File: config.mk
export PLATFORM = sky130hd
export DESIGN_NAME = swid_slave
export DESIGN_NICKNAME = d
export VERILOG_FILES = /design/src/hw/swid_pkg.sv /design/src/hw/swid_sync2.sv /design/src/hw/swid_fifo.sv /design/src/hw/swid_slave.sv
export SDC_FILE = /design/constraint.sdc
export NUM_CORES = 1
export LEC_CHECK = 0
export ABC_AREA = 1
export BUFFER_PORTS_ARGS = -buffer_cell sky130_fd_sc_hd__buf_2
export CAP_MARGIN = 20
export CORE_ASPECT_RATIO = 1.5
export CORE_MARGIN = 4
export CORE_UTILIZATION = 56
export DETAILED_ROUTE_END_ITERATION = 8
export PLACE_DENSITY = 0.69
export SLEW_MARGIN = 30
export SYNTH_ARGS = -nofsm -noshare
export SYNTH_HDL_FRONTEND = slang
export SYNTH_HIERARCHICAL = 1
export SYNTH_SLANG_ARGS = --single-unit
File: constraint.sdc
create_clock -name CORE_CLK_IN -period 3.3 [get_ports CORE_CLK_IN]
set_input_delay 0.66 -clock CORE_CLK_IN [delete_from_list [all_inputs] [get_ports CORE_CLK_IN]]
set_output_delay 0.66 -clock CORE_CLK_IN [all_outputs]
set_load 0.02 [all_outputs]
File: src/hw/swid_pkg.sv
package swid_pkg;
    localparam int CNT_W = 17;
    localparam int CLK_PERIOD_NS = 8;
    localparam int DATA_W = 8;
    localparam int FIFO_DEPTH = 8;

    // Line timing in ns, at the figures used by the slot engine, apart from POWERUP_WAIT_NS which nothing uses
    localparam int WR_SAMPLE_STD_NS = 30000;
    localparam int WR_SAMPLE_OD_NS = 3000;
    localparam int RD_HOLD_STD_NS = 30000;
    localparam int RD_HOLD_OD_NS = 3000;
    localparam int PRES_WAIT_STD_NS = 30000;
    localparam int PRES_WAIT_OD_NS = 3000;
    localparam int PRES_LOW_STD_NS = 120000;
    localparam int PRES_LOW_OD_NS = 16000;
    localparam int RST_DET_STD_NS = 240000;
    localparam int RST_DET_OD_NS = 48000;
    localparam int LONG_RST_NS = 480000;
    localparam int POWERUP_WAIT_NS = 1200000;

    // Cycle counts, least times rounded up
    localparam int WR_SAMPLE_STD_CYC = (WR_SAMPLE_STD_NS + CLK_PERIOD_NS - 1) / CLK_PERIOD_NS;
    localparam int WR_SAMPLE_OD_CYC = (WR_SAMPLE_OD_NS + CLK_PERIOD_NS - 1) / CLK_PERIOD_NS;
    localparam int RD_HOLD_STD_CYC = (RD_HOLD_STD_NS + CLK_PERIOD_NS - 1) / CLK_PERIOD_NS;
    localparam int RD_HOLD_OD_CYC = (RD_HOLD_OD_NS + CLK_PERIOD_NS - 1) / CLK_PERIOD_NS;
    localparam int PRES_WAIT_STD_CYC = (PRES_WAIT_STD_NS + CLK_PERIOD_NS - 1) / CLK_PERIOD_NS;
    localparam int PRES_WAIT_OD_CYC = (PRES_WAIT_OD_NS + CLK_PERIOD_NS - 1) / CLK_PERIOD_NS;
    localparam int PRES_LOW_STD_CYC = (PRES_LOW_STD_NS + CLK_PERIOD_NS - 1) / CLK_PERIOD_NS;
    localparam int PRES_LOW_OD_CYC = (PRES_LOW_OD_NS + CLK_PERIOD_NS - 1) / CLK_PERIOD_NS;
    localparam int RST_DET_STD_CYC = (RST_DET_STD_NS + CLK_PERIOD_NS - 1) / CLK_PERIOD_NS;
    localparam int RST_DET_OD_CYC = (RST_DET_OD_NS + CLK_PERIOD_NS - 1) / CLK_PERIOD_NS;
    localparam int LONG_RST_CYC = (LONG_RST_NS + CLK_PERIOD_NS - 1) / CLK_PERIOD_NS;

    localparam logic LINE_RESET_VAL = 1'b1;
endpackage

File: src/hw/swid_sync2.sv
`timescale 1ns/1ps
module swid_sync2 #(
    parameter logic RESET_VAL = 1'b0
) (
    input wire logic clk_in,
    input wire logic rst_b_in,
    input wire logic d_in,
    output logic q_out
);
    logic meta_q;

    always_ff @(posedge clk_in) begin
        if (!rst_b_in) begin
            meta_q <= RESET_VAL;
            q_out <= RESET_VAL;
        end else begin
            meta_q <= d_in;
            q_out <= meta_q;
        end
    end
endmodule

File: src/hw/swid_fifo.sv
`timescale 1ns/1ps
module swid_fifo #(
    parameter int WIDTH = 8,
    parameter int DEPTH = 8
) (
    input wire logic clk_in,
    input wire logic rst_b_in,
    input wire logic in_valid_in,
    output logic in_ready_out,
    input wire logic [WIDTH-1:0] in_data_in,
    output logic out_valid_out,
    input wire logic out_ready_in,
    output logic [WIDTH-1:0] out_data_out
);
    localparam int AW = (DEPTH > 1) ? $clog2(DEPTH) : 1;

    logic [WIDTH-1:0] mem_q [DEPTH];
    logic [AW-1:0] wptr_q;
    logic [AW-1:0] rptr_q;
    logic [AW:0] count_q;
    logic push;
    logic pop;

    assign push = in_valid_in && in_ready_out;
    assign pop = out_valid_out && out_ready_in;
    assign in_ready_out = (count_q != (AW+1)'(DEPTH));
    assign out_valid_out = (count_q != '0);
    assign out_data_out = mem_q[rptr_q];

    always_ff @(posedge clk_in) begin
        if (push) begin
            mem_q[wptr_q] <= in_data_in;
        end
    end

    always_ff @(posedge clk_in) begin
        if (!rst_b_in) begin
            wptr_q <= '0;
            rptr_q <= '0;
            count_q <= '0;
        end else begin
            if (push) begin
                wptr_q <= (wptr_q == AW'(DEPTH - 1)) ? '0 : wptr_q + 1'b1;
            end
            if (pop) begin
                rptr_q <= (rptr_q == AW'(DEPTH - 1)) ? '0 : rptr_q + 1'b1;
            end
            count_q <= count_q + (AW+1)'(push) - (AW+1)'(pop);
        end
    end
endmodule

File: src/hw/swid_slave.sv
`timescale 1ns/1ps
module swid_slave
    import swid_pkg::*;
#(
    parameter int unsigned RST_DET_STD = RST_DET_STD_CYC,
    parameter int unsigned RST_DET_OD = RST_DET_OD_CYC,
    parameter int unsigned LONG_RST = LONG_RST_CYC,
    parameter int unsigned PRES_LOW_STD = PRES_LOW_STD_CYC,
    parameter int FIFO_D = FIFO_DEPTH
) (
    input wire logic CORE_CLK_IN,
    input wire logic RST_B_IN,
    input wire logic DQ_IN,
    output logic DQ_OUT,
    output logic DQ_OE_OUT,
    input wire logic FAST_SET_IN,
    input wire logic TX_VALID_IN,
    input wire logic [DATA_W-1:0] TX_DATA_IN,
    output logic TX_READY_OUT,
    output logic [DATA_W-1:0] RX_BYTE_OUT,
    output logic RX_VALID_OUT,
    output logic RESET_SEEN_OUT,
    output logic FAST_SPEED_FLAG_OUT
);
    typedef enum logic [2:0] {
        S_IDLE,
        S_WLOW,
        S_RDHOLD,
        S_RECOVER,
        S_RSTLOW,
        S_PWAIT,
        S_PLOW
    } state_t;

    state_t state_q;
    state_t state_d;
    logic line_s;
    logic [CNT_W-1:0] tmr_q;
    logic [CNT_W-1:0] tmr_d;
    logic [CNT_W-1:0] low_cnt_q;
    logic [CNT_W-1:0] low_cnt_d;
    logic [CNT_W-1:0] drive_len_q;
    logic fast_q;
    logic fast_d;
    logic oe_q;
    logic [DATA_W-1:0] tx_sh_q;
    logic [3:0] tx_cnt_q;
    logic [DATA_W-1:0] rx_sh_q;
    logic [2:0] rx_cnt_q;
    logic [DATA_W-1:0] rx_byte_q;
    logic rx_valid_q;
    logic rst_seen_q;
    logic fifo_in_ready;
    logic fifo_out_valid;
    logic [DATA_W-1:0] fifo_out_data;

    logic [CNT_W-1:0] samp_last;
    logic [CNT_W-1:0] hold_last;
    logic [CNT_W-1:0] pwait_last;
    logic [CNT_W-1:0] plow_last;
    logic [CNT_W-1:0] rst_det;
    logic tx_act;
    logic tx_take;
    logic slot_fall;
    logic sample_now;
    logic rst_detect;
    logic long_rst;
    logic rx_full;
    logic [DATA_W-1:0] rx_sh_next;
    logic tx_push;

    swid_sync2 #(
        .RESET_VAL(LINE_RESET_VAL)
    ) u_line_sync (
        .clk_in(CORE_CLK_IN),
        .rst_b_in(RST_B_IN),
        .d_in(DQ_IN),
        .q_out(line_s)
    );

    swid_fifo #(
        .WIDTH(DATA_W),
        .DEPTH(FIFO_D)
    ) u_tx_fifo (
        .clk_in(CORE_CLK_IN),
        .rst_b_in(RST_B_IN),
        .in_valid_in(tx_push),
        .in_ready_out(fifo_in_ready),
        .in_data_in(TX_DATA_IN),
        .out_valid_out(fifo_out_valid),
        .out_ready_in(tx_take),
        .out_data_out(fifo_out_data)
    );

    // Speed-dependent timing, fast set applies to every waveform but the long reset, whose LONG_RST threshold is the same at both speeds
    assign samp_last = fast_q ? CNT_W'(WR_SAMPLE_OD_CYC - 1) : CNT_W'(WR_SAMPLE_STD_CYC - 1);
    assign hold_last = fast_q ? CNT_W'(RD_HOLD_OD_CYC - 1) : CNT_W'(RD_HOLD_STD_CYC - 1);
    assign pwait_last = fast_q ? CNT_W'(PRES_WAIT_OD_CYC - 1) : CNT_W'(PRES_WAIT_STD_CYC - 1);
    assign plow_last = fast_q ? CNT_W'(PRES_LOW_OD_CYC - 1) : CNT_W'(PRES_LOW_STD - 1);
    assign rst_det = fast_q ? CNT_W'(RST_DET_OD) : CNT_W'(RST_DET_STD);

    // Byte taken only when offered and ready shown
    assign tx_push = TX_VALID_IN && TX_READY_OUT;
    assign tx_act = (tx_cnt_q != 4'h0);
    assign tx_take = !tx_act && fifo_out_valid && (state_q == S_IDLE) && line_s;
    assign slot_fall = (state_q == S_IDLE) && !line_s;
    assign sample_now = (state_q == S_WLOW) && (tmr_q == samp_last);
    assign rst_detect = (state_q == S_RECOVER) && !line_s && (low_cnt_q >= rst_det);
    assign long_rst = !line_s && (low_cnt_q >= CNT_W'(LONG_RST)) && (state_q == S_RSTLOW);
    assign rx_full = sample_now && (rx_cnt_q == 3'h7);
    assign rx_sh_next = {line_s, rx_sh_q[DATA_W-1:1]};

    // Slot engine
    always_comb begin
        state_d = state_q;
        unique case (state_q)
            S_IDLE: begin
                if (slot_fall) begin
                    if (tx_act && !tx_sh_q[0]) begin
                        state_d = S_RDHOLD;
                    end else if (tx_act) begin
                        state_d = S_RECOVER;
                    end else begin
                        state_d = S_WLOW;
                    end
                end
            end
            S_WLOW: begin
                if (sample_now) begin
                    state_d = S_RECOVER;
                end
            end
            S_RDHOLD: begin
                if (tmr_q == hold_last) begin
                    state_d = S_RECOVER;
                end
            end
            S_RECOVER: begin
                if (rst_detect) begin
                    state_d = S_RSTLOW;
                end else if (line_s) begin
                    state_d = S_IDLE;
                end
            end
            S_RSTLOW: begin
                if (line_s) begin
                    state_d = S_PWAIT;
                end
            end
            S_PWAIT: begin
                if (tmr_q == pwait_last) begin
                    state_d = S_PLOW;
                end
            end
            S_PLOW: begin
                if (tmr_q == plow_last) begin
                    state_d = S_RECOVER;
                end
            end
        endcase
    end

    assign tmr_d = (state_d != state_q) ? '0 : tmr_q + 1'b1;
    assign low_cnt_d = (line_s || state_q == S_PLOW) ? '0 :
                       (low_cnt_q == '1) ? low_cnt_q : low_cnt_q + 1'b1;
    assign fast_d = FAST_SET_IN ? 1'b1 : (long_rst ? 1'b0 : fast_q);

    always_ff @(posedge CORE_CLK_IN) begin
        if (!RST_B_IN) begin
            state_q <= S_IDLE;
            tmr_q <= '0;
            low_cnt_q <= '0;
            fast_q <= 1'b0;
            oe_q <= 1'b0;
        end else begin
            state_q <= state_d;
            tmr_q <= tmr_d;
            low_cnt_q <= low_cnt_d;
            fast_q <= fast_d;
            oe_q <= (state_d == S_RDHOLD) || (state_d == S_PLOW);
        end
    end

    // Transmit shifter, fed from the FIFO
    always_ff @(posedge CORE_CLK_IN) begin
        if (!RST_B_IN) begin
            tx_sh_q <= '0;
            tx_cnt_q <= 4'h0;
        end else if (rst_detect) begin
            tx_cnt_q <= 4'h0;
        end else if (tx_take) begin
            tx_sh_q <= fifo_out_data;
            tx_cnt_q <= 4'h8;
        end else if (slot_fall && tx_act) begin
            tx_sh_q <= {1'b0, tx_sh_q[DATA_W-1:1]};
            tx_cnt_q <= tx_cnt_q - 4'h1;
        end
    end

    // Receive shifter for write slots
    always_ff @(posedge CORE_CLK_IN) begin
        if (!RST_B_IN) begin
            rx_sh_q <= '0;
            rx_cnt_q <= 3'h0;
            rx_byte_q <= '0;
            rx_valid_q <= 1'b0;
            rst_seen_q <= 1'b0;
        end else begin
            rx_valid_q <= rx_full;
            rst_seen_q <= rst_detect;
            if (rst_detect) begin
                rx_cnt_q <= 3'h0;
            end else if (sample_now) begin
                rx_sh_q <= rx_sh_next;
                rx_cnt_q <= rx_cnt_q + 3'h1;
            end
            if (rx_full) begin
                rx_byte_q <= rx_sh_next;
            end
        end
    end

    // Helper for driven-low duration checks
    always_ff @(posedge CORE_CLK_IN) begin
        if (!RST_B_IN) begin
            drive_len_q <= '0;
        end else if (oe_q) begin
            drive_len_q <= drive_len_q + 1'b1;
        end else begin
            drive_len_q <= '0;
        end
    end

    always_ff @(posedge CORE_CLK_IN) begin
        if (!RST_B_IN) begin
            TX_READY_OUT <= 1'b0;
        end else begin
            TX_READY_OUT <= fifo_in_ready && !(TX_VALID_IN && TX_READY_OUT);
        end
    end

    assign DQ_OUT = 1'b0;
    assign DQ_OE_OUT = oe_q;
    assign RX_BYTE_OUT = rx_byte_q;
    assign RX_VALID_OUT = rx_valid_q;
    assign RESET_SEEN_OUT = rst_seen_q;
    assign FAST_SPEED_FLAG_OUT = fast_q;
endmodule

==> results of run 1 <==
kinds of logic after synthesis:
family	after synthesis	share of synthesized area, %
AO/OA/AOI/OAI	76	6.24
XOR/XNOR	14	1.66
adder cells (fa/ha/maj)	22	3.84
buffers and inverters	179	10.7
flip-flops	151	49.7
other	1	0.0509
AND/OR/NAND/NOR	435	27.8
path summary, 6_finish.rpt:
path                                      from                   end
worst max-delay path               tx_cnt_q[1]  u_tx_fifo/count_q[1]
worst min-delay path                     DQ_IN    u_line_sync/meta_q
worst max register to register     tx_cnt_q[1]  u_tx_fifo/count_q[1]
worst min register to register  RX_BYTE_OUT[1]        RX_BYTE_OUT[1]
power by group through the flow:
stage | logic [uW] | clock network (uW) | registers, uW
after global routing | 1520 | 2180 | 2250
after detailed placement | 1310 | 0 | 2270
after CTS | 1330 | 2080 | 2230
final | 1320 | 2050 | 2230
after floorplan | 1180 | 0 | 2220
after global placement | 1270 | 0 | 2260
routing by layer:
layer	up-vias	wire length [um]
met2	114	7860
li1	2849	-
met1	2565	5570
met4	0	354
met3	34	417
met5	-	0
through the flow:
step / util, % / cell area (um2) / instances
after detailed placement: 58.6 / 7590 / 1050
after global placement: 58.6 / 7590 / 1050
final: 63.5 / 8220 / 1082
after global routing: 63.5 / 8220 / 1082
after CTS: 63.5 / 8220 / 1082
after floorplan: - / 7370 / 878
state kept, by name (all words and copies together) (netlist names), 4 cells and up, named ones only:
| register | count |
|---|---|
| u_tx_fifo/mem_q | 64 |
| low_cnt_q | 17 |
| tmr_q | 17 |
| RX_BYTE_OUT | 8 |
| tx_sh_q | 8 |
| rx_sh_q | 7 |
| tx_cnt_q | 4 |
| u_tx_fifo/count_q | 4 |
cell usage in the layout, fill, tap and decap left out, drive strengths merged, types with 2 or more instances in the layout:
cell and n:
nor3 23, edfxtp 64, a31oi 8, clkbuf 23, o21ai 24, a211oi 12
bufinv 3, ha 21, dfxtp 87, xor2 13, a21oi 25, or2 3
nand2 228, inv 156, clkinv 6, nand3b 2, nand3 66, buf 36
nor2 103, nand4 8
worst register-to-register path, cell delays in order, from the launching register on:
cell and delay [ns]:
dfxtp_1 0.32, inv_1 0.10, ha_1 0.19, nand3_1 0.10
inv_1 0.19, nand4_2 0.29, inv_4 0.24, a21boi_2 0.25
ha_1 0.26, inv_1 0.06, ha_1 0.18, fa_1 0.44
nand2_1 0.09, inv_1 0.04
area by class of cell:
class	count	area, um2	share of cell area [%]
Clock buffer	23	500	6.09
Sequential cell	151	3660	44.6
Clock inverter	9	134	1.63
Tap cell	159	199	2.42
Timing Repair Buffer	36	208	2.53
Multi-Input combinational cell	548	2920	35.5
Inverter	156	597	7.26
==> results.md, run 1 <==
* Status: finished clean
* Crit-path max cell delay at 0.44 ns
* Chip width at 102 um
* Pre-CTS setup slack at 0.528 ns
* CP delay by family, top: adder cells
* Synth Instances at 878
* Hold WS at 0.415 ns
* Syn Nets at 913
* CP Capture Type: flip-flop
* Pins Over Slew Limit at 0
* Chip height at 149 um
* Nets@finish at 945
* Hold buffers post-CTS at 0
* Synth unique cells at 49
* Num CTS Buffers at 17
* Flop pwr share at 39.8%
* Power per cell area at 681 nW/um2
* RSZ-0062 raised after global routing: no
* CTS-repair resized insts at 0
* Routed WL at 14.2 mm
* Worst hold path class: in -> reg
* Lkg Pwr at 0.00363 uW
* IO Pins at 27
* Setup TNS at 0 ns
* Cell depth of the worst setup path at 13
* Crit path buffers/inverters at 5
* Global Route Usage Sum at 20.3%
* Rows at 51
* Combinational share of power at 23.5%
* Int Pwr at 3820 uW
* Worst slew margin at 47.5%
* Worst Hold Path Cells at 3
* Max Cap Viol at 0
* # port buffers at 25
* Final setup viols at 0
* Most common flop cell mapped by yosys: dfxtp_1
* Hpwl dp at 9.98 mm
* Area delta synth->final at 11.5%
* CTS tree: built
* Peak Freq at 354 MHz
* Critical path arrival at 3.13 ns
* Most frequent cell after synthesis: nand2_1
* Clock power frac at 36.6%
* Met1 Track Usage GR at 22.0%
* TritonCTS Sinks at 151
* Sw Share at 31.7%
* Endpoints failing hold at 0
* Async SR Flop Fraction at 0%
* Clock-pin slew on the worst setup and hold paths at 0.06 ns
* Clock root buffer: clkbuf_16
* DRT iter0 DRCs at 257
* CP Class: reg -> reg
* Drt first pass iters at 5
* Clk buf depth at 2
* CP cell instances: inv_1 -> ha_1 -> nand3_1 -> inv_1 -> nand4_2 -> inv_4 -> a21boi_2 -> ha_1 -> inv_1 -> ha_1 -> fa_1 -> nand2_1 -> inv_1
* Critical path's slowest cell: fa_1
* Measured slew at the worst slew-check pin at 0.786 ns
* Gr ovfl total at 0
* Most Crowded Layer GR: met2
* Vias post-DR at 5562
* Syn Std Cell Area at 7370 um2
* Met2 Use GR at 37.9%
* Met3 Use GR at 3.66%
* Core Region at 13000 um2
* NetSw at 1780 uW
* Worst vdd ir at 0.409 mV
* Final WS setup at 0.477 ns
* Largest net degree at the start of global routing at 33
* Post-synth top cells: nand2_1, inv_1, dfxtp_1
* Die footprint at 15100 um2
* Fin Clk Skew at 0.0103 ns
* Initial antenna violation count at 0
* Global-route wire length before repair at 24.4 mm
* R2R cell count at 13
* Starting density of the core at 56.9%
* Final min period at 2.82 ns
* Antenna Nets Post-Route at 0
* Cell taking the most area after synthesis: edfxtp_1
* Ranking of synthesized cells by area: edfxtp_1, dfxtp_1, nand2_1
* Share of the yosys chip area belonging to registers at 49.7%
* WL/cell at 13.1 um
* Skew-Pair Late Insertion Delay at 0.41 ns
* Total power draw at 5600 uW
* Setup slack, reg-to-reg at 0.48 ns
* Ratio of final minimum period to clock period at 85.5%
* Layout cells sized above 1 at 15.0%
* Inserted Diodes at 0
* CP Data Required Time at 3.61 ns
* Number of global-route vias before repair at 5469
* Final GP Congestion at 0.856
* Fill count at 1090
* Top cell type's share of synthesized area at 26.1%
* Post-route DRC at 0
* Synthesized flop and latch total at 151
* Vias/cell at 5.14
* Yosys Warn Count at 6
* Critical Path Most Common Cell: inv_1
* Post-Syn Area per Cell at 8.40 um2
* H-tree levels at 4
* CP startpoint kind: flip-flop
* Postcts setup bufs at 0
* Crit path max fanout at 13
* EDFF count, synth at 64
No activity file was read; power rests on OpenSTA's default activity.
==> run 2, diff against run 1 <==
CORE_MARGIN = 5   (was 4)
CTS_BUF_LIST = sky130_fd_sc_hd__clkbuf_16   (was not set)
==> run 2 against run 1 <==
Total power is 4.1% lower. Setup slack worse by 0.017 ns. Sequential power hardly changed. Sequential share of layout area is 0.41 points higher. Sequential cell count stayed put. Die area is 3.3% higher. Fmax is 0.61% lower. First-iteration DRC count is 1.9% higher. Count of clock-buffer cells in the layout is 6 lower. Critical path depth stayed put. Clock power is 12% lower.
==> results.md, run 2 (synthesized netlist as in run 1, its figures left out) <==
* Biggest regs: u_tx_fifo/mem_q: 64 flops, low_cnt_q: 17 flops, tmr_q: 17 flops
* Starting density of the core at 56.9%
* IO Pins at 27
* Max reg flops at 64
* CP delay by family, top: adder cells
* Most common cell after layout, fill and taps aside: nand2_1
* CP Data Required Time at 3.61 ns
* Skew-Pair Late Insertion Delay at 0.42 ns
* Most flops, register: u_tx_fifo/mem_q
* Crit-path max cell delay at 0.43 ns
* Worst hold path class: in -> reg
* Vias/cell at 5.10
* FF+latch area at 3660 um2
* Fin Clk Skew at 0.0138 ns
* Largest net degree at the start of global routing at 33
* CP Class: reg -> reg
* Inserted Diodes at 0
* CP endpoint: u_tx_fifo/count_q[1]
* Clock-pin slew on the worst setup and hold paths at 0.06 ns
* WL/cell at 13.3 um
* R2R Path Start: tx_cnt_q[1]
* Finished Cell Area at 8150 um2
* Most frequent cells in the layout: nand2_1, inv_1, dfxtp_1
* Final GP Congestion at 0.860
* Initial antenna violation count at 0
* Critical path's slowest cell: fa_1
* Hpwl dp at 10.3 mm
* Crit path launch: tx_cnt_q[1]
* Number of global-route vias before repair at 5489
* Ratio of final minimum period to clock period at 86.1%
* Post-route DRC at 0
* Multi-input logic area at 2920 um2
* Clock root buffer: clkbuf_16
* Area delta synth->final at 10.5%
* Lkg Pwr at 0.00360 uW
* Hold WS at 0.418 ns
* Final min period at 2.84 ns
* Chip width at 104 um
* Num CTS Buffers at 17
* H-tree levels at 4
* Setup TNS at 0 ns
* RR Endpoint: u_tx_fifo/count_q[1]
* Critical path arrival at 3.15 ns
* CP startpoint kind: flip-flop
* Routed WL at 14.4 mm
* Pins Over Slew Limit at 0
* DRT iter0 DRCs at 262
* R2R cell count at 13
* Global Route Usage Sum at 19.3%
* CP cell instances: inv_1 -> ha_1 -> nand3_1 -> inv_1 -> nand4_2 -> inv_4 -> a21boi_2 -> ha_1 -> inv_1 -> ha_1 -> fa_1 -> nand2_1 -> inv_1
* CTS-repair resized insts at 0
* Crit path buffers/inverters at 5
* Cell depth of the worst setup path at 13
* Critical Path Most Common Cell: inv_1
* Max Cap Viol at 0
* Vias post-DR at 5522
* Final setup viols at 0
* Core Region at 13000 um2
* Nets@finish at 946
* Gr ovfl total at 0
* Fill count at 1082
* Die footprint at 15600 um2
* Status: finished clean
* Rows at 51
* Worst slew margin at 50.3%
* Crit path max fanout at 13
* Endpoints failing hold at 0
* # port buffers at 25
* Power per cell area at 659 nW/um2
* Chip height at 151 um
* DP Area at 7590 um2
* Hold buffers post-CTS at 0
* CTS tree: built
* RSZ-0062 raised after global routing: no
* Drt first pass iters at 5
* TritonCTS Sinks at 151
* Setup slack, reg-to-reg at 0.46 ns
* Layout cells sized above 1 at 14.8%
* Antenna Nets Post-Route at 0
* Hold Path Origin: DQ_IN
* Global-route wire length before repair at 24.8 mm
* Peak Freq at 352 MHz
* Measured slew at the worst slew-check pin at 0.745 ns
* CP Capture Type: flip-flop
* Clk buf depth at 2
* Postcts setup bufs at 0
* Worst vdd ir at 0.431 mV
run 2: changes by cell type in the layout (fill, tap and decap cells not counted):
cell / delta
buf_4: +1
bufinv_16: -2
clkbuf_1: -1
clkbuf_16: -1
clkbuf_2: -1
clkbuf_8: -3
clkinv_1: +1
clkinv_4: +3
inv_1: +2
inv_4: +1
inv_6: +1
run 2: per-layer routing:
layer  up-vias  routed length [um]  global-route usage (%)  share of wire, %
met5         -                   0                       0                 0
li1       2843                   -                       -                 -
met1      2549                5560                    20.4                39
met3        23                 427                    3.30               3.0
met4         0                 254                    8.10               1.8
met2       107                8140                    37.3                57
run 2: cell type report:
type | count | share of cell area, %
clock buffers | 17 | 5.22
multi-input cells | 548 | 35.8
clock inverters | 15 | 1.55
well taps | 159 | 2.44
flip-flops and latches | 151 | 45.0
inverters | 156 | 7.33
repair buffers | 37 | 2.64
run 2: power breakdown:
part           switching (uW)  leakage, uW  internal [uW]
clock network             760     0.000283           1040
registers                 125      0.00128           2090
logic                     922      0.00203            429
total                    1810      0.00360           3560
run 2: how the worst min path moves through the flow:
stage | to | cells past startpoint
5_1_grt | u_line_sync/meta_q | 3
3_3_place_gp | u_line_sync/q_out | 2
6_report | u_line_sync/meta_q | 3
2_1_floorplan | u_line_sync/q_out | 2
3_5_place_dp | RX_BYTE_OUT[4] | 2
4_1_cts | u_line_sync/meta_q | 3
run 2: per-stage QoR:
step	util, %	setup slack [ns]	power (uW)	std cells
2_1_floorplan	-	0.789	3400	878
3_3_place_gp	58.6	0.603	3540	1051
3_5_place_dp	58.6	0.510	3600	1051
4_1_cts	62.9	0.453	5420	1083
5_1_grt	62.9	0.238	5720	1083
6_report	62.9	0.460	5370	1083
run 2: worst reg2reg max path: cells and delay by family (launching register included):
family          cells  cell delay (ns)
flops               1             0.31
compound gates      1             0.27
buf+inv             5             0.62
simple gates        3             0.47
fa+ha+maj           4             1.07
==> run 3, diff against run 2 <==
BUFFER_PORTS_ARGS = -buffer_cell sky130_fd_sc_hd__buf_4   (was -buffer_cell sky130_fd_sc_hd__buf_2)
TNS_END_PERCENT = 10   (was not set)
==> run 3 against run 2 <==
Register-to-register slack gained 0.03 ns. Core utilization grew 0.65 points. Critical path type unchanged. Final cell count barely moved. Sequential cell count stayed put. Highest routed layer unchanged. Total power is 1.9% higher. Clock power rose by 6%. Combinational power about the same. Wire length rose by 1.4%. Design area is 1.0% higher. Count of clock-buffer cells in the layout unchanged. Die area stayed put.
==> results.md, run 3 (synthesized netlist as in run 1, its figures left out) <==
* CTS tree: built
* Fill count at 1104
* Skew-Pair Late Insertion Delay at 0.42 ns
* Final setup viols at 0
* Die footprint at 15600 um2
* Worst hold path class: in -> reg
* Status: finished clean
* CP Data Required Time at 3.61 ns
* Clock-pin slew on the worst setup and hold paths at 0.06 ns
* Clk buf depth at 2
* TritonCTS Sinks at 151
* Inserted Diodes at 0
* Initial antenna violation count at 0
* Most frequent cells in the layout: nand2_1, inv_1, dfxtp_1
* Power per cell area at 665 nW/um2
* Num CTS Buffers at 17
* CTS-repair resized insts at 0
* CP Capture Type: flip-flop
* Critical path arrival at 3.13 ns
* Most common cell after layout, fill and taps aside: nand2_1
* Starting density of the core at 56.9%
* Routed WL at 14.6 mm
* Lkg Pwr at 0.00360 uW
* IO Pins at 27
* Hold buffers post-CTS at 0
* Fin Clk Skew at 0.00698 ns
* Final GP Congestion at 0.850
* Largest net degree at the start of global routing at 33
* Critical Path Most Common Cell: inv_1
* Antenna Nets Post-Route at 0
* Rows at 51
* Final min period at 2.81 ns
* Global Route Usage Sum at 19.6%
* Global-route wire length before repair at 25.1 mm
* Post-route DRC at 0
* Drt first pass iters at 4
* Crit path max fanout at 13
* Worst vdd ir at 0.408 mV
* Pins Over Slew Limit at 0
* Setup TNS at 0 ns
* Measured slew at the worst slew-check pin at 0.826 ns
* CP startpoint kind: flip-flop
* Biggest regs: u_tx_fifo/mem_q: 64 flops, low_cnt_q: 17 flops, tmr_q: 17 flops
* Crit path buffers/inverters at 5
* Vias post-DR at 5562
* Crit-path max cell delay at 0.41 ns
* RSZ-0062 raised after global routing: no
* Peak Freq at 355 MHz
* Chip height at 151 um
* Gr ovfl total at 0
* WL/cell at 13.5 um
* Number of global-route vias before repair at 5529
* Area delta synth->final at 11.6%
* Final cell count without fillers at 1082
* Clock root buffer: clkbuf_16
* Dpl cells at 1050
* Max Cap Viol at 0
* Most flops, register: u_tx_fifo/mem_q
* Endpoints failing hold at 0
* CP Class: reg -> reg
* Chip width at 104 um
* CP delay by family, top: adder cells
* CP cell instances: inv_1 -> ha_1 -> nand3_1 -> inv_1 -> nand4_2 -> inv_4 -> a21boi_2 -> ha_1 -> inv_1 -> ha_1 -> fa_1 -> nand2_1 -> inv_1
* H-tree levels at 4
* Postcts setup bufs at 0
* DRT iter0 DRCs at 212
* Core Region at 13000 um2
* Max reg flops at 64
* Hpwl dp at 10.3 mm
* Critical path's slowest cell: fa_1
* Layout cells sized above 1 at 14.7%
* Ratio of final minimum period to clock period at 85.3%
* Worst slew margin at 44.9%
* Nets@finish at 945
* # port buffers at 25
* Hold WS at 0.413 ns
* Vias/cell at 5.14
[run 3: cell types whose count changed in the layout (fill, tap and decap cells not counted), sizes merged]
cell / before / now
bufinv: 1 / 2
inv: 160 / 155
clkinvlp: 0 / 3
buf: 37 / 36
clkinv: 10 / 11
[run 3: final timing paths]
kind | startpoint | cells after the start | endpoint | slack (ns)
min | DQ_IN | 3 | u_line_sync/meta_q | 0.41
max reg2reg | tx_cnt_q[1] | 13 | u_tx_fifo/count_q[1] | 0.49
max | tx_cnt_q[1] | 13 | u_tx_fifo/count_q[1] | 0.49
min reg2reg | u_line_sync/meta_q | 2 | u_line_sync/q_out | 0.45
[run 3: power breakdown]
part | internal, uW | leakage (uW) | switching (uW)
Sequential | 2090 | 0.00128 | 129
Combinational | 436 | 0.00204 | 916
Clock | 1110 | 0.000276 | 781
Total | 3640 | 0.00360 | 1830
[run 3: area by class of cell]
type                    instances  area, um2  area share (%)
clock inverters                15        155            1.89
clock buffers                  17        425            5.17
repair buffers                 36        270            3.28
inverters                     156        597            7.25
multi-input cells             548       2920            35.5
well taps                     159        199            2.42
flip-flops and latches        151       3660            44.5
[run 3: metrics by stage]
stage	utilization [%]	setup slack (ns)	area (um2)	total power [uW]
detailed placement	59.0	0.510	7650	3610
finish	63.5	0.486	8230	5470
CTS	63.5	0.489	8230	5510
floorplan	-	0.789	7370	3400
global placement	59.0	0.606	7650	3550
global route	63.5	0.187	8230	5820
[run 3: tightest hold or removal path, stage by stage]
cell and delay [ns]:
buf_4 0.08, inv_1 0.03, nand2_1 0.04
[run 3: per-layer routing]
layer	vias up	global-route usage [%]	part of all wire (%)	routed length [um]
met1	2590	20.4	38	5550
met4	0	8.68	2.4	353
met5	-	0	0	0
met2	94	38.2	57	8250
met3	30	3.13	2.9	423
li1	2848	-	-	-
